File: src/hdl/mswd_pkg.sv
package mswd_pkg;
  // Clock rate and time base
  localparam int CLK_HZ = 100_000_000;
  localparam int SECOND_S = 1;
  localparam int MINUTE_S = 60;
  localparam int SECOND_CYCLES = SECOND_S * CLK_HZ;
  localparam int MINUTE_SECONDS = MINUTE_S / SECOND_S;
  localparam int PRE_W = 27;
  localparam int MIN_W = 6;
  localparam int CNT_W = 8;
  // Register indexes; byte address is four times the index
  localparam logic [7:0] IDX_NONE = 8'h00;
  localparam logic [7:0] IDX_PIN_SEL = 8'h2D;
  localparam logic [7:0] IDX_WDT_CTRL = 8'hF5;
  localparam logic [7:0] IDX_WDT_COUNT = 8'hF6;
  localparam logic [7:0] IDX_WDT_STATUS = 8'hF7;
  localparam logic [7:0] IDX_ALT_EN = 8'hF8;
  localparam logic [7:0] IDX_INT_STAT = 8'hF9;
  localparam logic [7:0] IDX_INT_MASK = 8'hFA;
  // Field positions
  localparam int PIN_SEL_BIT = 0;
  localparam int UNIT_BIT = 3;
  localparam int STATUS_BIT = 4;
  localparam int INT_EXPIRE_BIT = 0;
  localparam int INT_LOAD_BIT = 1;
  localparam int ALT_W = 4;
  localparam int INT_W = 2;
  // Reset values
  localparam logic RST_PIN_SEL = 1'h0;
  localparam logic RST_UNIT = 1'h0;
  localparam logic [CNT_W-1:0] RST_COUNT = 8'h00;
  localparam logic [ALT_W-1:0] RST_ALT_EN = 4'h0;
  localparam logic [INT_W-1:0] RST_INT_MASK = 2'h0;
  localparam logic SYNC_IDLE = 1'h1;
  // Counter constants and bus codes
  localparam logic [CNT_W-1:0] CNT_ZERO = 8'h00;
  localparam logic [CNT_W-1:0] CNT_ONE = 8'h01;
  localparam logic [2:0] SIZE_WORD = 3'h2;
  localparam logic HRESP_OKAY = 1'h0;
endpackage : mswd_pkg

File: src/hdl/mswd_tick_if.sv
`timescale 1ns/1ps
// Control from the counter to the prescaler and the tick back
interface mswd_tick_if;
  logic clear;
  logic unit_min;
  logic tick;
  modport ctrl (output clear, output unit_min, input tick);
  modport pre (input clear, input unit_min, output tick);
endinterface : mswd_tick_if

File: src/hdl/mswd_prescaler.sv
`timescale 1ns/1ps
module mswd_prescaler #(
  parameter int SECOND_CYCLES = mswd_pkg::SECOND_CYCLES
) (
  input wire logic clk,
  input wire logic srst,
  mswd_tick_if.pre tk
);
  typedef struct packed {
    logic [mswd_pkg::PRE_W-1:0] sub;
    logic [mswd_pkg::MIN_W-1:0] secs;
    logic tick;
  } mswd_pre_t;

  localparam logic [mswd_pkg::PRE_W-1:0] SUB_LAST = mswd_pkg::PRE_W'(SECOND_CYCLES - 1);
  localparam logic [mswd_pkg::MIN_W-1:0] SEC_LAST =
    mswd_pkg::MIN_W'(mswd_pkg::MINUTE_SECONDS - 1);

  mswd_pre_t s_reg;
  mswd_pre_t s_next;

  // Cycle divider, then seconds divider for the minute base
  always_comb
  begin
    s_next = s_reg;
    s_next.tick = 1'b0;
    if (tk.clear)
    begin
      s_next.sub = '0;
      s_next.secs = '0;
    end
    else if (s_reg.sub == SUB_LAST)
    begin
      s_next.sub = '0;
      if (!tk.unit_min)
      begin
        s_next.tick = 1'b1;
      end
      else if (s_reg.secs >= SEC_LAST)
      begin
        s_next.secs = '0;
        s_next.tick = 1'b1;
      end
      else
      begin
        s_next.secs = s_reg.secs + 1'b1;
      end
    end
    else
    begin
      s_next.sub = s_reg.sub + 1'b1;
    end
  end

  // State register
  always_ff @(posedge clk)
  begin
    if (srst)
    begin
      s_reg <= '0;
    end
    else
    begin
      s_reg <= s_next;
    end
  end

  // A tick already out when a load lands would eat a step of the new count
  assign tk.tick = s_reg.tick && !tk.clear;
endmodule : mswd_prescaler

File: src/hdl/mswd_top.sv
`timescale 1ns/1ps
module mswd_top #(
  parameter int SECOND_CYCLES = mswd_pkg::SECOND_CYCLES
) (
  input wire logic clk,
  input wire logic srst,
  input wire logic hsel,
  input wire logic [31:0] haddr,
  input wire logic [1:0] htrans,
  input wire logic hwrite,
  input wire logic [2:0] hsize,
  input wire logic [31:0] hwdata,
  input wire logic hready,
  output logic [31:0] hrdata,
  output logic hreadyout,
  output logic hresp,
  input wire logic lpc_reset_n,
  input wire logic power_good_in,
  input wire logic gpio_p5b0_do,
  input wire logic gpio_p5b0_oe_n,
  output logic watchdog_expired_n,
  output logic shared_io_port5_bit0_o,
  output logic shared_io_port5_bit0_oe_n,
  output logic alt_expiry_pin_a_o,
  output logic alt_expiry_pin_a_oe_n,
  output logic alt_expiry_pin_b_o,
  output logic alt_expiry_pin_b_oe_n,
  output logic alt_expiry_pin_c_o,
  output logic alt_expiry_pin_c_oe_n,
  output logic alt_expiry_pin_d_o,
  output logic alt_expiry_pin_d_oe_n,
  output logic irq
);
  typedef struct packed {
    logic lrst_s1;
    logic lrst_s2;
    logic pgood_s1;
    logic pgood_s2;
    logic wr_pend;
    logic [7:0] wr_idx;
    logic pin_sel;
    logic unit_min;
    logic [mswd_pkg::CNT_W-1:0] count;
    logic running;
    logic expired;
    logic [mswd_pkg::ALT_W-1:0] alt_en;
    logic [mswd_pkg::INT_W-1:0] int_stat;
    logic [mswd_pkg::INT_W-1:0] int_mask;
    logic presc_clr;
    logic [31:0] hrdata;
  } mswd_state_t;

  localparam mswd_state_t RST_STATE = '{
    lrst_s1: mswd_pkg::SYNC_IDLE,
    lrst_s2: mswd_pkg::SYNC_IDLE,
    pgood_s1: mswd_pkg::SYNC_IDLE,
    pgood_s2: mswd_pkg::SYNC_IDLE,
    pin_sel: mswd_pkg::RST_PIN_SEL,
    unit_min: mswd_pkg::RST_UNIT,
    count: mswd_pkg::RST_COUNT,
    alt_en: mswd_pkg::RST_ALT_EN,
    int_mask: mswd_pkg::RST_INT_MASK,
    default: '0
  };

  mswd_state_t s_reg;
  mswd_state_t s_next;
  logic addr_ok;
  logic [7:0] addr_idx;
  logic expire_ev;
  logic load_ev;
  logic hw_clear;

  mswd_tick_if tick_bus ();

  // Word index of a byte address; an address above the 1 KB window or not word aligned gives the null index
  function automatic logic [7:0] reg_index(input logic [31:0] addr);
    logic [7:0] idx;
    idx = mswd_pkg::IDX_NONE;
    if (addr[31:10] == '0 && addr[1:0] == 2'h0)
    begin
      idx = addr[9:2];
    end
    return idx;
  endfunction : reg_index

  // Read view of the register file; unmapped and reserved bits read zero
  function automatic logic [31:0] read_word(input logic [7:0] idx, input mswd_state_t st);
    logic [31:0] rd;
    rd = '0;
    if (idx == mswd_pkg::IDX_PIN_SEL)
    begin
      rd[mswd_pkg::PIN_SEL_BIT] = st.pin_sel;
    end
    else if (idx == mswd_pkg::IDX_WDT_CTRL)
    begin
      rd[mswd_pkg::UNIT_BIT] = st.unit_min;
    end
    else if (idx == mswd_pkg::IDX_WDT_COUNT)
    begin
      rd[mswd_pkg::CNT_W-1:0] = st.count;
    end
    else if (idx == mswd_pkg::IDX_WDT_STATUS)
    begin
      rd[mswd_pkg::STATUS_BIT] = st.expired;
    end
    else if (idx == mswd_pkg::IDX_ALT_EN)
    begin
      rd[mswd_pkg::ALT_W-1:0] = st.alt_en;
    end
    else if (idx == mswd_pkg::IDX_INT_STAT)
    begin
      rd[mswd_pkg::INT_W-1:0] = st.int_stat;
    end
    else if (idx == mswd_pkg::IDX_INT_MASK)
    begin
      rd[mswd_pkg::INT_W-1:0] = st.int_mask;
    end
    return rd;
  endfunction : read_word

  // Address phase decode; only whole-word transfers are taken
  assign addr_ok = hsel && hready && htrans[1] && hsize == mswd_pkg::SIZE_WORD;
  assign addr_idx = reg_index(haddr);
  // count runs out on this tick
  assign expire_ev = s_reg.running && tick_bus.tick && s_reg.count == mswd_pkg::CNT_ONE;
  assign load_ev = s_reg.wr_pend && s_reg.wr_idx == mswd_pkg::IDX_WDT_COUNT
    && hwdata[mswd_pkg::CNT_W-1:0] != mswd_pkg::CNT_ZERO;
  // synchronised bus reset or power loss
  assign hw_clear = !s_reg.lrst_s2 || !s_reg.pgood_s2;

  // Next state: sync, countdown, bus writes, hardware sets, read capture
  always_comb
  begin
    s_next = s_reg;
    s_next.presc_clr = 1'b0;
    s_next.hrdata = '0;
    s_next.lrst_s1 = lpc_reset_n;
    s_next.lrst_s2 = s_reg.lrst_s1;
    s_next.pgood_s1 = power_good_in;
    s_next.pgood_s2 = s_reg.pgood_s1;
    if (s_reg.running && tick_bus.tick)
    begin
      s_next.count = s_reg.count - mswd_pkg::CNT_ONE;
      if (expire_ev)
      begin
        s_next.running = 1'b0;
      end
    end
    // Data phase of a write; a load overrides a same-cycle step
    if (s_reg.wr_pend)
    begin
      if (s_reg.wr_idx == mswd_pkg::IDX_PIN_SEL)
      begin
        s_next.pin_sel = hwdata[mswd_pkg::PIN_SEL_BIT];
      end
      else if (s_reg.wr_idx == mswd_pkg::IDX_WDT_CTRL)
      begin
        s_next.unit_min = hwdata[mswd_pkg::UNIT_BIT];
      end
      else if (s_reg.wr_idx == mswd_pkg::IDX_WDT_COUNT)
      begin
        s_next.count = hwdata[mswd_pkg::CNT_W-1:0];
        s_next.running = 1'b0;
        if (load_ev)
        begin
          s_next.running = 1'b1;
          s_next.presc_clr = 1'b1;
        end
      end
      else if (s_reg.wr_idx == mswd_pkg::IDX_WDT_STATUS)
      begin
        if (!hwdata[mswd_pkg::STATUS_BIT])
        begin
          s_next.expired = 1'b0;
        end
      end
      else if (s_reg.wr_idx == mswd_pkg::IDX_ALT_EN)
      begin
        s_next.alt_en = hwdata[mswd_pkg::ALT_W-1:0];
      end
      else if (s_reg.wr_idx == mswd_pkg::IDX_INT_STAT)
      begin
        s_next.int_stat = s_reg.int_stat & ~hwdata[mswd_pkg::INT_W-1:0];
      end
      else if (s_reg.wr_idx == mswd_pkg::IDX_INT_MASK)
      begin
        s_next.int_mask = hwdata[mswd_pkg::INT_W-1:0];
      end
    end
    // set status; applied after writes so a set beats a clear
    if (expire_ev)
    begin
      s_next.expired = 1'b1;
      s_next.int_stat[mswd_pkg::INT_EXPIRE_BIT] = 1'b1;
    end
    if (load_ev)
    begin
      s_next.int_stat[mswd_pkg::INT_LOAD_BIT] = 1'b1;
    end
    // reset clear has the last word, it is a reset
    if (hw_clear)
    begin
      s_next.expired = 1'b0;
    end
    // Capture address phase of the next transfer
    s_next.wr_pend = addr_ok && hwrite;
    s_next.wr_idx = addr_idx;
    // Reads see this cycle's writes, so write-then-read needs no wait
    if (addr_ok && !hwrite)
    begin
      s_next.hrdata = read_word(addr_idx, s_next);
    end
  end

  // Single state register
  always_ff @(posedge clk)
  begin
    if (srst)
    begin
      s_reg <= RST_STATE;
    end
    else
    begin
      s_reg <= s_next;
    end
  end

  // Time base
  assign tick_bus.clear = s_reg.presc_clr;
  assign tick_bus.unit_min = s_reg.unit_min;

  mswd_prescaler #(
    .SECOND_CYCLES(SECOND_CYCLES)
  ) u_prescaler (
    .clk(clk),
    .srst(srst),
    .tk(tick_bus)
  );

  // Bus answers at once and always OKAY
  assign hrdata = s_reg.hrdata;
  assign hreadyout = 1'b1;
  assign hresp = mswd_pkg::HRESP_OKAY;
  assign irq = |(s_reg.int_stat & s_reg.int_mask);

  // expiry output, low while status set
  assign watchdog_expired_n = !s_reg.expired;

  // shared pin; otherwise the port-5 GPIO drives it
  assign shared_io_port5_bit0_o = s_reg.pin_sel ? gpio_p5b0_do : !s_reg.expired;
  assign shared_io_port5_bit0_oe_n = s_reg.pin_sel ? gpio_p5b0_oe_n : 1'b0;

  // alternates: a, c, d open-drain, b push-pull
  assign alt_expiry_pin_a_o = 1'b0;
  assign alt_expiry_pin_a_oe_n = !(s_reg.alt_en[0] && s_reg.expired);
  assign alt_expiry_pin_b_o = !s_reg.expired;
  assign alt_expiry_pin_b_oe_n = !s_reg.alt_en[1];
  assign alt_expiry_pin_c_o = 1'b0;
  assign alt_expiry_pin_c_oe_n = !(s_reg.alt_en[2] && s_reg.expired);
  assign alt_expiry_pin_d_o = 1'b0;
  assign alt_expiry_pin_d_oe_n = !(s_reg.alt_en[3] && s_reg.expired);
endmodule : mswd_top

File: config.mk
export PLATFORM = sky130hd
export DESIGN_NAME = mswd_top
export DESIGN_NICKNAME = d
export VERILOG_FILES = /design/src/hdl/mswd_pkg.sv /design/src/hdl/mswd_tick_if.sv /design/src/hdl/mswd_prescaler.sv /design/src/hdl/mswd_top.sv
export SDC_FILE = /design/constraint.sdc
export NUM_CORES = 1
export LEC_CHECK = 0
export BUFFER_PORTS_ARGS = -buffer_cell sky130_fd_sc_hd__buf_4
export CAP_MARGIN = 20
export CORE_MARGIN = 1.5
export CORE_UTILIZATION = 45
export CTS_BUF_LIST = sky130_fd_sc_hd__clkbuf_4 sky130_fd_sc_hd__clkbuf_8
export DETAILED_ROUTE_END_ITERATION = 7
export GPL_ROUTABILITY_DRIVEN = 0
export GPL_TIMING_DRIVEN = 1
export PLACE_DENSITY = 0.71
export SYNTH_ARGS = -nofsm -noshare
export SYNTH_HDL_FRONTEND = slang
export SYNTH_SLANG_ARGS = --single-unit
export TNS_END_PERCENT = 1
File: constraint.sdc
create_clock -name clk -period 6 [get_ports clk]
set_input_delay 1.2 -clock clk [delete_from_list [all_inputs] [get_ports clk]]
set_output_delay 1.2 -clock clk [all_outputs]
set_load 0.05 [all_outputs]
==> impl_metrics.ini <==
[routing]
route.detailed.drc = 0
drt_iter0_drc = 140
vias = 3094
viasPerCell = 5.09
drt-total-wl_um = 7830
firstDrtPassIters = 4
antenna_left = 0
wire_per_inst_um = 12.9

[setup_path]
path_max_fanout = 1
cp-end-kind = output pin
cpMostUsedCell = buf_4
required_ns = 4.80
critPathMaxStageDelay_ns = 0.18
path_class = in -> out
reg2reg_depth = 6
start_kind = primary input
cp.arrival_ns = 1.63
slowest_stage = buf_4
path_cells = buf_4 -> and2_1 -> buf_4

[cells_and_area]
seq_area_um2 = 1520
largest_register_ffs = 34
drive_gt1_frac = 0.191
fillers = 789
final_nets = 580
layout_commonest_cell = dfxtp_1
layout_common_cells = dfxtp_1, nor2_1, buf_4
syn_to_final_growth_pct = 15.9
final_cell_area_um2 = 4370
diodes = 0
multi_input_area_um2 = 1970

[worst_hold_path]
hold_path_depth = 1
min_path_type = reg -> reg

[timing]
max_freq_ghz = 0.354
finalMaxSlewViolations = 0
hold_viol_final = 0
fin_crit_sh = 0.471
finClkSkew_ns = 0.00862
rsz0062_at_grt = false
worst_pin_slew_ns = 0.797
maxSlewHeadroom = 0.467
tns_ns = 0
worst_slack_ns = 3.17
setup_viol = 0
finalCriticalPeriod_ns = 2.83

[cts]
clock_latency_ns = 0.35
cts_max_path_buffers = 2
cts_hold_buf = 0
cts_setup_buffers = 0
cts_inserted_buffers = 9
root_buffer = clkbuf_8
clk_pin_slew_worst_paths_ns = 0.08
cts.sinks = 76
post_cts_resized = 0
cts_tree = built
h-tree-depth = 3

[yosys]
syn_inst = 440
async_flop_share = 0
ys_seq_area_frac = 0.404
synth.avg_cell_area_um2 = 8.56
yosys_warnings = 0
ys_ff_latch = 76
yosysUniqueCellTypes = 57
synth_flop_cell = dfxtp_1
synth-edff-count = 0
synth.cell_area_um2 = 3770

[floorplanning]
fp.dieW_um = 94.5
fp-row-count = 33
start_util = 0.461
die_h_um = 94.5
core-area_um2 = 8180
die_area_um2 = 8930
num_io_pins = 124

[global_route]
antenna_found_initial = 0
grt_pass1_vias = 2856
grt_overflow_total = 0
grt_start_max_net_pins = 33
grt_usage = 0.184
grt_pass1_wl_um = 12800

[placement]
place_area_um2 = 4190
pre_cts_ws_ns = 3.17
place_hpwl_um = 5860
io_buffers = 69

[power]
p_per_area_nw_per_um2 = 217
ir_drop_mv = 0.131
finalPower_mw = 0.947
leakagePower_nw = 1.75

[run]
maxCapViolations = 0

[status]
status = complete, no violations
==> cell usage after synthesis, types with 4 or more instances <==
library cell  instances  area share
clkbuf_1             11       0.011
nor2b_1               4      0.0066
and3_1                9       0.015
nor4_1               12       0.020
o21ai_0               7      0.0093
buf_4                38       0.076
xnor2_1              19       0.044
ha_1                  4       0.013
nor3_1                9       0.012
nor3b_1               5       0.010
dfxtp_1              76        0.40
and2_1               11       0.018
nand4_1              10       0.017
nor2_1               71       0.071
a21oi_1               9       0.012
xor2_1               16       0.037
inv_1                13       0.013
mux2i_1               8       0.021
nand2_1              31       0.031
or2_2                 4      0.0066
nand3_1              19       0.025
==> per-stage QoR <==
step           instances  hold WS [ns]   util
6_report             608         0.411  0.534
3_5_place_dp         592         0.393  0.513
5_1_grt              608         0.416  0.534
2_1_floorplan        467         0.389      -
4_1_cts              608         0.412  0.534
3_3_place_gp         592         0.394  0.513
==> final timing paths <==
path	to	slack, ns	start
worst min-delay path	s_reg[62]	0.41	s_next[62]
worst max register to register	u_prescaler.s_reg[11]	3.66	u_prescaler.s_reg[7]
worst max-delay path	shared_io_port5_bit0_oe_n	3.17	gpio_p5b0_oe_n
worst min register to register	s_reg[62]	0.41	s_next[62]
==> worst max-delay path: cells and delay by family <==
kind | cells | cell delay (ns)
buf+inv | 2 | 0.28
simple gates | 1 | 0.14
==> kinds of logic (layout without fill, tap and decap cells) <==
group,count (synthesis),count (layout),share of synthesized area
other,2,29,0.00199
flip-flops,76,76,0.404
XOR/XNOR,35,35,0.0814
adder cells (fa/ha/maj),4,4,0.0133
AND/OR/NAND/NOR,212,212,0.303
multiplexers,9,9,0.0243
AO/OA/AOI/OAI,40,40,0.0724
buffers and inverters,62,98,0.0997
==> where the power goes <==
| group | total [mW] | internal (mW) | switching, mW |
|---|---|---|---|
| combinational | 0.0863 | 0.0265 | 0.0598 |
| clock | 0.352 | 0.161 | 0.191 |
| sequential | 0.509 | 0.507 | 0.00202 |
| total | 0.947 | 0.694 | 0.253 |
==> layer usage <==
| layer | global-route usage | vias up | wire (um) |
|---|---|---|---|
| met3 | 0.0419 | 19 | 443 |
| met5 | 0 | - | 0 |
| met2 | 0.304 | 85 | 3630 |
| met4 | 0.0933 | 0 | 188 |
| met1 | 0.224 | 1423 | 3560 |
| li1 | - | 1567 | - |
==> layout make-up <==
cell class	instances	share of cell area
multi-input cells	329	0.451
well taps	105	0.0301
inverters	13	0.0112
clock inverters	5	0.00860
clock buffers	11	0.0318
repair buffers	69	0.119
flip-flops and latches	76	0.348
Power figures use the tool's default switching activity.
